## src/hw/mrl_pkg.sv

```systemverilog
// Purpose: constants and carrier types for the monitor result and limit register slice
// Assumes: 16-bit registers reached by an 8-bit register pointer, one clock, synchronous reset
// Notes: results and limits share one signed layout, sign in bit 15, value in bits 15..3
package mrl_pkg;

    ////////////////////////////////////////////////////////////////////////////////
    // register pointer values
    localparam logic [7:0] ADDR_CH2_BUS_RESULT = 8'h04;
    localparam logic [7:0] ADDR_CH3_SHUNT_RESULT = 8'h05;
    localparam logic [7:0] ADDR_CH3_BUS_RESULT = 8'h06;
    localparam logic [7:0] ADDR_CH1_FAST_LIMIT = 8'h07;
    localparam logic [7:0] ADDR_CH1_SUSTAINED_LIMIT = 8'h08;
    localparam logic [7:0] ADDR_CH2_FAST_LIMIT = 8'h09;
    localparam logic [7:0] ADDR_CH2_SUSTAINED_LIMIT = 8'h0a;

    ////////////////////////////////////////////////////////////////////////////////
    // field layout and reset values
    localparam int SIGN_BIT = 15;
    localparam int MAG_MSB = 14;
    localparam int MAG_LSB = 3;
    localparam int DATA_BITS = 13;
    localparam int ACC_BITS = 24;
    localparam logic [15:0] DATA_MASK = 16'hfff8;
    localparam logic [15:0] RESULT_RESET = 16'h0000;
    localparam logic [15:0] LIMIT_RESET = 16'h7ff8;
    localparam logic [15:0] FULL_SCALE_CODE = 16'h7ff8;
    // weight of the lowest data bit, in microvolts
    localparam int SHUNT_STEP_UV = 40;
    localparam int BUS_STEP_UV = 8000;

    ////////////////////////////////////////////////////////////////////////////////
    // slot and limit indices
    localparam int NUM_CH = 3;
    localparam int NUM_SLOTS = 6;
    localparam int NUM_LIMITS = 4;
    localparam int KIND_SHUNT = 0;
    localparam int KIND_BUS = 1;
    localparam int LIM_FAST = 0;
    localparam int LIM_SUSTAINED = 1;

    ////////////////////////////////////////////////////////////////////////////////
    // conversion mode field: bit 0 shunt, bit 1 bus, bit 2 continuous
    localparam int MODE_SHUNT_BIT = 0;
    localparam int MODE_BUS_BIT = 1;
    localparam int MODE_CONT_BIT = 2;
    localparam logic [2:0] MODE_DEFAULT = 3'h7;
    localparam logic [2:0] AVG_DEFAULT = 3'h0;

    typedef struct packed {
        logic valid;
        logic [1:0] ch;
        logic is_bus;
        logic [15:0] data;
    } mrl_conv_t;

    typedef struct packed {
        logic wr;
        logic rd;
        logic [7:0] addr;
        logic [15:0] wdata;
    } mrl_reg_req_t;

    // log2 of the sample count: 1,4,16,64,128,256,512,1024
    function automatic logic [3:0] avg_shift(input logic [2:0] sel);
        case (sel)
            3'h0: avg_shift = 4'h0;
            3'h1: avg_shift = 4'h2;
            3'h2: avg_shift = 4'h4;
            3'h3: avg_shift = 4'h6;
            3'h4: avg_shift = 4'h7;
            3'h5: avg_shift = 4'h8;
            3'h6: avg_shift = 4'h9;
            default: avg_shift = 4'ha;
        endcase
    endfunction

endpackage

```

## src/hw/mrl_regs.sv

```systemverilog
// Purpose: result and limit registers of a three-channel shunt and bus monitor, with averaging and alerts
// Assumes: conversion results arrive as single-cycle strobes from logic on the same clock
// Notes: register access is a pointer-style port driven by the serial interface engine
`timescale 1ns/10ps

module mrl_regs (
    input wire logic clk,
    input wire logic rst,
    input mrl_pkg::mrl_conv_t conv,
    input wire logic [2:0] sample_count_select,
    input wire logic [2:0] conversion_mode_select,
    input mrl_pkg::mrl_reg_req_t req,
    output logic [15:0] rdata,
    output logic [1:0] fast_alert,
    output logic [1:0] sustained_alert,
    output logic [1:0] avg_done
);

    ////////////////////////////////////////////////////////////////////////////////
    // state

    typedef struct packed {
        logic [mrl_pkg::NUM_SLOTS-1:0][mrl_pkg::ACC_BITS-1:0] acc;
        logic [mrl_pkg::NUM_SLOTS-1:0][10:0] cnt;
        logic [mrl_pkg::NUM_SLOTS-1:0][15:0] result;
        logic [mrl_pkg::NUM_LIMITS-1:0][15:0] limit;
        logic [1:0] fast_alert;
        logic [1:0] sustained_alert;
        logic [1:0] avg_done;
        logic [15:0] rdata;
    } mrl_state_t;

    mrl_state_t state;
    mrl_state_t next_state;

    // limit register index for a write or read pointer, or all ones when not a limit
    function automatic logic [2:0] limit_index(input logic [7:0] addr);
        case (addr)
            mrl_pkg::ADDR_CH1_FAST_LIMIT: limit_index = 3'h0;
            mrl_pkg::ADDR_CH1_SUSTAINED_LIMIT: limit_index = 3'h1;
            mrl_pkg::ADDR_CH2_FAST_LIMIT: limit_index = 3'h2;
            mrl_pkg::ADDR_CH2_SUSTAINED_LIMIT: limit_index = 3'h3;
            default: limit_index = 3'h7;
        endcase
    endfunction

    ////////////////////////////////////////////////////////////////////////////////
    // next state

    always_comb begin
        logic [2:0] slot;
        logic [3:0] shift;
        logic [10:0] count_target;
        logic signed [mrl_pkg::ACC_BITS-1:0] sample;
        logic signed [mrl_pkg::ACC_BITS-1:0] sum;
        logic signed [mrl_pkg::ACC_BITS-1:0] avg;
        logic [15:0] masked;
        logic [15:0] avg_word;
        logic accept;
        logic [2:0] widx;
        logic [2:0] ridx;
        slot = {conv.ch, conv.is_bus};
        shift = mrl_pkg::avg_shift(sample_count_select);
        count_target = 11'h1 << shift;
        masked = conv.data & mrl_pkg::DATA_MASK;
        // 13-bit signed field sign-extended into the accumulator
        sample = {{(mrl_pkg::ACC_BITS-mrl_pkg::DATA_BITS){masked[mrl_pkg::SIGN_BIT]}},
                  masked[mrl_pkg::SIGN_BIT:mrl_pkg::MAG_LSB]};
        sum = $signed(state.acc[slot]) + sample;
        avg = sum >>> shift;
        avg_word = {avg[mrl_pkg::DATA_BITS-1:0], 3'h0};
        widx = limit_index(req.addr);
        ridx = limit_index(req.addr);
        // power-down and single-kind modes drop the unwanted conversions
        accept = conv.valid && (conv.ch < 2'(mrl_pkg::NUM_CH)) &&
                 (conv.is_bus ? conversion_mode_select[mrl_pkg::MODE_BUS_BIT]
                              : conversion_mode_select[mrl_pkg::MODE_SHUNT_BIT]);

        next_state = state;
        next_state.avg_done = 2'h0;

        if (accept) begin
            // codes are kept as raw scaled words: 40 uV or 8 mV per step of bit 3
            if (state.cnt[slot] + 11'h1 >= count_target) begin
                next_state.result[slot] = avg_word;
                next_state.acc[slot] = '0;
                next_state.cnt[slot] = 11'h0;
            end else begin
                next_state.acc[slot] = sum;
                next_state.cnt[slot] = state.cnt[slot] + 11'h1;
            end
        end

        // channel 1 and 2 shunt alerts
        if (accept && !conv.is_bus && conv.ch < 2'h2) begin
            // fast path watches each raw conversion so short spikes are not averaged away
            next_state.fast_alert[conv.ch[0]] =
                $signed(masked) > $signed(state.limit[{conv.ch[0], 1'b0}]);
            if (state.cnt[slot] + 11'h1 >= count_target) begin
                next_state.sustained_alert[conv.ch[0]] =
                    $signed(avg_word) > $signed(state.limit[{conv.ch[0], 1'b1}]);
                next_state.avg_done[conv.ch[0]] = 1'b1;
            end
        end

        // reserved low bits of the limits are held at zero so a compare sees only the field
        if (req.wr && widx != 3'h7) begin
            next_state.limit[widx[1:0]] = req.wdata & mrl_pkg::DATA_MASK;
        end

        if (req.rd) begin
            case (req.addr)
                mrl_pkg::ADDR_CH2_BUS_RESULT: next_state.rdata = state.result[3];
                mrl_pkg::ADDR_CH3_SHUNT_RESULT: next_state.rdata = state.result[4];
                mrl_pkg::ADDR_CH3_BUS_RESULT: next_state.rdata = state.result[5];
                default: next_state.rdata = (ridx != 3'h7) ? state.limit[ridx[1:0]] : 16'h0000;
            endcase
        end
    end

    ////////////////////////////////////////////////////////////////////////////////
    // registers

    always_ff @(posedge clk) begin
        if (rst) begin
            state.acc <= '0;
            state.cnt <= '0;
            state.result <= {mrl_pkg::NUM_SLOTS{mrl_pkg::RESULT_RESET}};
            state.limit <= {mrl_pkg::NUM_LIMITS{mrl_pkg::LIMIT_RESET}};
            state.fast_alert <= 2'h0;
            state.sustained_alert <= 2'h0;
            state.avg_done <= 2'h0;
            state.rdata <= 16'h0000;
        end else begin
            state <= next_state;
        end
    end

    assign rdata = state.rdata;
    assign fast_alert = state.fast_alert;
    assign sustained_alert = state.sustained_alert;
    assign avg_done = state.avg_done;

endmodule // mrl_regs

```

## config.mk

```make
export PLATFORM = sky130hd
export DESIGN_NAME = mrl_regs
export DESIGN_NICKNAME = d
export VERILOG_FILES = /design/src/hw/mrl_pkg.sv /design/src/hw/mrl_regs.sv
export SDC_FILE = /design/constraint.sdc
export NUM_CORES = 1
export LEC_CHECK = 0
export ABC_CLOCK_PERIOD_IN_PS = 7200
export BUFFER_PORTS_ARGS = -buffer_cell sky130_fd_sc_hd__buf_2
export CAP_MARGIN = 20
export CORE_ASPECT_RATIO = 0.8
export CORE_MARGIN = 2
export CORE_UTILIZATION = 40
export CTS_BUF_LIST = sky130_fd_sc_hd__clkbuf_8
export DETAILED_ROUTE_END_ITERATION = 16
export PLACE_DENSITY = 0.64
export SYNTH_ARGS = -nofsm -noshare
export SYNTH_HDL_FRONTEND = slang
export SYNTH_SLANG_ARGS = --single-unit
```

## constraint.sdc

```tcl
create_clock -name clk -period 7.2 [get_ports clk]
set_clock_uncertainty 0.2 [all_clocks]
set_input_delay 1.44 -clock clk [delete_from_list [all_inputs] [get_ports clk]]
set_output_delay 1.44 -clock clk [all_outputs]
set_load 0.02 [all_outputs]
```

After elaboration in Yosys (flattened, before gate mapping)
Cells that the tools add are included.
{"block": "totals", "output_inout_bits": 22, "register_bits": 392, "in_bits": 54, "elab_cells": 108}
{"block": "classes", "shifts": 2, "magnitude_cmp": 13, "bitwise_logic": 6, "n_addsub": 2, "eq_ne": 14, "n_mux": 32, "n_reduce_logical": 13}
{"operator": "210-bit 2-to-1 mux", "n": 1}
{"operator": "144-bit AND", "n": 1}
{"operator": "144-bit bitwise mux", "n": 1}
{"operator": "144-bit inverter", "n": 1}
{"operator": "16-bit 2-to-1 mux", "n": 8}
{"operator": "96-bit bitwise mux", "n": 1}
{"operator": "24-bit binary-select mux with 3-bit select", "n": 1}
{"operator": "24-bit demux with 3-bit select", "n": 1}
{"operator": "66-bit AND", "n": 1}
{"operator": "66-bit bitwise mux", "n": 1}
{"operator": "66-bit inverter", "n": 1}
{"operator": "64-bit bitwise mux", "n": 1}
{"operator": "16-bit demux with 3-bit select", "n": 1}
{"operator": "24-bit 2-to-1 mux", "n": 2}
{"operator": "16-bit case mux with 3 select lines", "n": 1}
{"operator": "11-bit binary-select mux with 3-bit select", "n": 1}
{"operator": "11-bit demux with 3-bit select", "n": 1}
{"operator": "16-bit binary-select mux with 2-bit select", "n": 1}
{"operator": "16-bit demux with 2-bit select", "n": 1}
{"operator": "8-bit by 3-bit == test with 1-bit output, second input constant", "n": 4}
{"operator": "16-bit greater-than comparator", "n": 2}
{"operator": "4-bit case mux with 7 select lines", "n": 1}
{"operator": "24-bit by 13-bit adder with 24-bit output", "n": 1}
{"operator": "8-bit by 4-bit == test with 1-bit output, second input constant", "n": 3}
{"operator": "26 further kinds", "n": 44}

Logic depth before layout (Yosys ltp)
{"block": "logic_depth", "depth_word": 7, "ltp_mapped": 29}

Worst setup path after synthesis
Ideal clock, no wire load.
{"block": "synth_path", "path_kind": "input to register", "from": "input conv[16] (netlist name)", "to": "register sustained_alert[1] (netlist name)", "setup_time_ps": 70, "path_slack_ps": 456, "arrival_time_ps": 6474, "stages": 28, "path_cell_list": "buf_4 > buf_6 > and3b_1 > clkbuf_1 > clkbuf_1 > a22oi_1 > nand3_1 > ha_1 > fa_1 > a21o_1 > a221o_1 > o211a_1 > nor3_4 > nor3_2 > nor3_1 > o21ai_1 > a221o_1 > o211a_1 > ha_1 > a21o_1 > a21o_1 > a21oi_1 > nor2_1 > a211oi_1 > mux2i_1 > a21oi_1 > nand3_1 > a21oi_1"}
{"block": "synth_between", "elab_chain_len": 6, "elab_cells_between_ends": 16, "classes_between": "add/sub (2); order compare (2); shift (1); mux (6); reduce/logical (5)"}
{"item": "start: declaration", "line": "mrl_regs.sv:9", "source": "input mrl_pkg::mrl_conv_t conv,"}
{"item": "24-bit binary-select mux with 3-bit select", "line": "mrl_regs.sv:69", "source": "sum = $signed(state.acc[slot]) + sample;"}
{"item": "24-bit 2-to-1 mux (implied by the code)", "line": "mrl_regs.sv:69"}
{"item": "24-bit by 13-bit adder with 24-bit output", "line": "mrl_regs.sv:69"}
{"item": "24-bit by 4-bit >>> shifter with 13-bit output", "line": "mrl_regs.sv:70", "source": "avg = sum >>> shift;"}
{"item": "16-bit greater-than comparator", "line": "mrl_regs.sv:101", "source": "$signed(avg_word) > $signed(state.limit[{conv.ch[0], 1'b1}]);"}
{"item": "2-bit bitwise mux", "line": "mrl_regs.sv:100", "source": "next_state.sustained_alert[conv.ch[0]] ="}
Parallel ways exist; a longest one is shown, timed or not. The select of a mux whose other input is x is not followed.
A chain may end at the register's enable or synchronous reset.

Final worst setup path
{"block": "layout_path", "from": "input conv[17] (netlist name)", "to": "register sustained_alert[1] (netlist name)"}
{"block": "layout_between", "elab_chain_len": 6, "elab_cells_between_ends": 24, "classes_between": "add/sub (2); order compare (6); shift (1); mux (9); reduce/logical (6)"}
{"item": "24-bit binary-select mux with 3-bit select or 2-bit < comparator (tied branches)", "line": "mrl_regs.sv:69, mrl_regs.sv:75"}
{"item": "24-bit 2-to-1 mux (implied by the code) or 1-bit logical AND (tied branches)", "line": "mrl_regs.sv:69, mrl_regs.sv:75"}
{"item": "24-bit by 13-bit adder with 24-bit output or 1-bit logical AND (tied branches)", "line": "mrl_regs.sv:69, mrl_regs.sv:75"}
{"item": "24-bit by 4-bit >>> shifter with 13-bit output or 1-bit logical AND (tied branches)", "line": "mrl_regs.sv:70, mrl_regs.sv:95"}
{"item": "16-bit greater-than comparator or 1-bit logical AND (tied branches)", "line": "mrl_regs.sv:101, mrl_regs.sv:95"}
{"item": "2-bit bitwise mux or 2-bit AND reduction (tied branches)"}
Parallel ways exist; a longest one is shown, timed or not. The select of a mux whose other input is x is not followed.

==> reports/results.txt <==
Status: completed
Die Span X: 234.3 um
Final setup fails: 0
Worst R2R End: sustained_alert[1]$_SDFFE_PP0P_
Slowest stage delay, CP: 430 ps
Top cell type's share of synthesized area: 37.03%
Reg2reg start: state[368]$_SDFFE_PP0P_
Clock root cell: clkbuf_8
RSZ-0062 raised after global routing: no
Total negative slack: 0 ps
Area growth from synthesis to final layout: 12.08%
Yosys reg bits: 314
Setup crit end: sustained_alert[1]$_SDFFE_PP0P_
# hold bufs at CTS: 0
Worst Hold Class: register to register
Number of synthesized flops with an enable pin: 0
Clock-pin slew on the worst setup and hold paths: 60 ps
Worst-case clock buffer depth: 3
Grt ovf: 0
Reg2reg setup slack: 1850 ps
CP required: 7460 ps
Vias in the first global route: 15710
Worst Setup End Kind: register
GRT Total Usage: 25.40%
RD Place Congestion: 0.9501
Sw frac: 27.28%
Cell Area, Synth: 16970 um2
Share of layout cells above drive strength 1: 12.77%
Cells after Synth: 2206
Seq pwr share: 45.7%
Post-route cell area: 19020 um2
Row cnt: 67
Reg area: 6286 um2
DRT iter0 DRCs: 1873
Period utilization: 89.61%
Initial Utilization: 40.50%
Worst skew pair latency: 630 ps
Routed Wire Length: 56.99 mm
Share of synthesized registers carrying an async set or reset: 0%
Most frequent cell after synthesis: nand2_1
First drt pass iteration count: 8
Yosys top cell by area: dfxtp_1
Die area: 44110 um2
Achievable frequency: 0.1550 GHz
Synth cell types: 86
Fin crit period: 6452 ps
Num CTS Buffers: 50
Setup bufs post-CTS: 0
Wirelength per Cell: 20.24 um
Antenna violations before repair: 7
Worst Path Max Fanout: 8
Crit path DAT: 6720 ps
Seq/Total Area, Yosys: 37.03%
Placed cells: 2724
Logic pwr share: 11.4%
Dpl ws: 190.0 ps
Power, Total: 3.854 mW
Fillers: 4157
CTS Sinks: 314
IO Port Bufs: 65
Synth top cells by count: nand2_1 (552), dfxtp_1 (314), a21oi_1 (254)
Die Span Y: 188.3 um
Setup CP Type: input pin to register
Max-cap viol count: 0
Slowest CP cell: fa_1
Worst R2R Path Depth: 24
Clk pwr share: 43.0%
Leakage: 7.337 nW
Final hold violation count: 0
Post-cts sizing count: 0
CTS tree: yes
Sw Pwr: 1.051 mW
Slew @ Worst Pin: 1086 ps
First-pass GRT wire length: 88.28 mm
Syn avg cell area: 7.694 um2
CP startpoint: conv[17]
Core area: 41920 um2
Nets: 2341
Crit start category: input pin
Ranking of synthesized cells by area: dfxtp_1 (37%), nand2_1 (12%), a21oi_1 (7.5%)
Largest net degree at the start of global routing: 166
Via Count: 16570
PwrDens: 202.6 nW/um2
Non-filler instance count after layout: 2816
Vias per cell: 5.883
Cell internal pwr: 2.802 mW
Final ANT Viol Nets: 0
Slew headroom: 27.22%
Detailed placement HPWL: 38.17 mm
Final max-slew violation count: 0
Maximum vdd drop: 0.1432 mV
Yosys warning total: 0
Synth Flop Type: dfxtp_1
Area taken by multi-input logic gates: 9761 um2
Area post-placement: 17930 um2
Ports: 76
# H-tree levels: 2
Drt drc: 0
Setup ws final: 747.9 ps
[worst min-delay path by stage]
stage	start	end	cells after the start
after floorplan	state[294]$_SDFFE_PP0P_	state[294]$_SDFFE_PP0P_	2
after global placement	state[241]$_SDFFE_PP0P_	state[241]$_SDFFE_PP0P_	2
after detailed placement	state[239]$_SDFFE_PP0P_	state[239]$_SDFFE_PP0P_	2
after CTS	state[239]$_SDFFE_PP0P_	state[239]$_SDFFE_PP0P_	2
after global routing	state[267]$_SDFFE_PP0P_	state[267]$_SDFFE_PP0P_	2
final	state[190]$_SDFFE_PP0P_	state[190]$_SDFFE_PP0P_	2
[metrics by stage]
stage	utilization, %	hold WS, ps
2_1_floorplan	-	231.6
3_3_place_gp	42.77	239.1
3_5_place_dp	42.79	244.7
4_1_cts	45.36	253.8
5_1_grt	45.38	267.1
6_report	45.39	254.5
[layer usage]
layer | share of wire [%] | GRT usage, % | up-vias
met5 | 0.098 | 0 | -
met4 | 1.9 | 6.918 | 8
met3 | 10 | 6.280 | 94
met2 | 42 | 36.20 | 770
met1 | 46 | 37.69 | 7916
li1 | - | - | 7779
[cells by family after synthesis]
| family | Yosys count | share of synthesized area, % |
|---|---|---|
| and+or+nand+nor | 924 | 24.48 |
| AOI/OAI and AO/OA | 608 | 23.73 |
| DFF | 314 | 37.03 |
| buffers and inverters | 224 | 5.794 |
| adders and majority gates | 62 | 4.614 |
| muxes | 46 | 2.919 |
| xor gates and xnor gates | 26 | 1.386 |
| other | 2 | 0.04424 |
[power by group through the flow]
stage	Sequential, mW	Clock (mW)	Combinational, mW
after CTS	1.76	1.67	0.429
after detailed placement	1.80	0	0.427
after global routing	1.76	1.76	0.470
after floorplan	1.80	0	0.271
after global placement	1.80	0	0.422
final	1.76	1.66	0.438
[sequential cells by signal (all words and copies together), names as in the netlist]
register and flops:
avg_done 2, fast_alert 2, rdata 13, state 295, sustained_alert 2
[critical path: cells and delay by family]
family                     cells  cell delay [ps]
adders and majority gates      3             1000
AOI/OAI and AO/OA              9             1950
buffers and inverters          5              860
xor gates and xnor gates       1              190
and+or+nand+nor                7             1010
muxes                          1              230
[cell usage in the layout (no fill, tap or decap), types with 7 or more instances in the layout]
cell type,instances
a21oi_1,253
buf_2,64
xor2_1,16
a211o_1,28
a22oi_1,103
nand2b_1,8
buf_4,96
a21o_1,25
a221oi_1,18
o21ai_1,16
and2_1,27
nand4_1,7
o221ai_1,15
o22ai_1,10
nor3_1,32
mux2_2,8
and3_1,19
nand2_1,552
o31ai_1,8
xnor2_1,9
ha_1,61
nor2b_1,17
o211ai_1,16
nor3_2,7
dfxtp_1,314
nor2_1,105
nand3_1,65
inv_1,35
a211oi_1,19
o21ai_0,38
nand3b_1,51
mux2i_1,36
clkbuf_8,65
[area by class of cell]
type,instances,share of cell area [%]
Inverter,22,0.4341
Antenna cell,1,0.01315
Clock buffer,64,4.630
Tap cell,552,3.630
Clock inverter,26,1.026
Multi-Input combinational cell,1672,51.31
Timing Repair Buffer,165,5.919
Sequential cell,314,33.04
No activity file was read; power rests on OpenSTA's default activity.
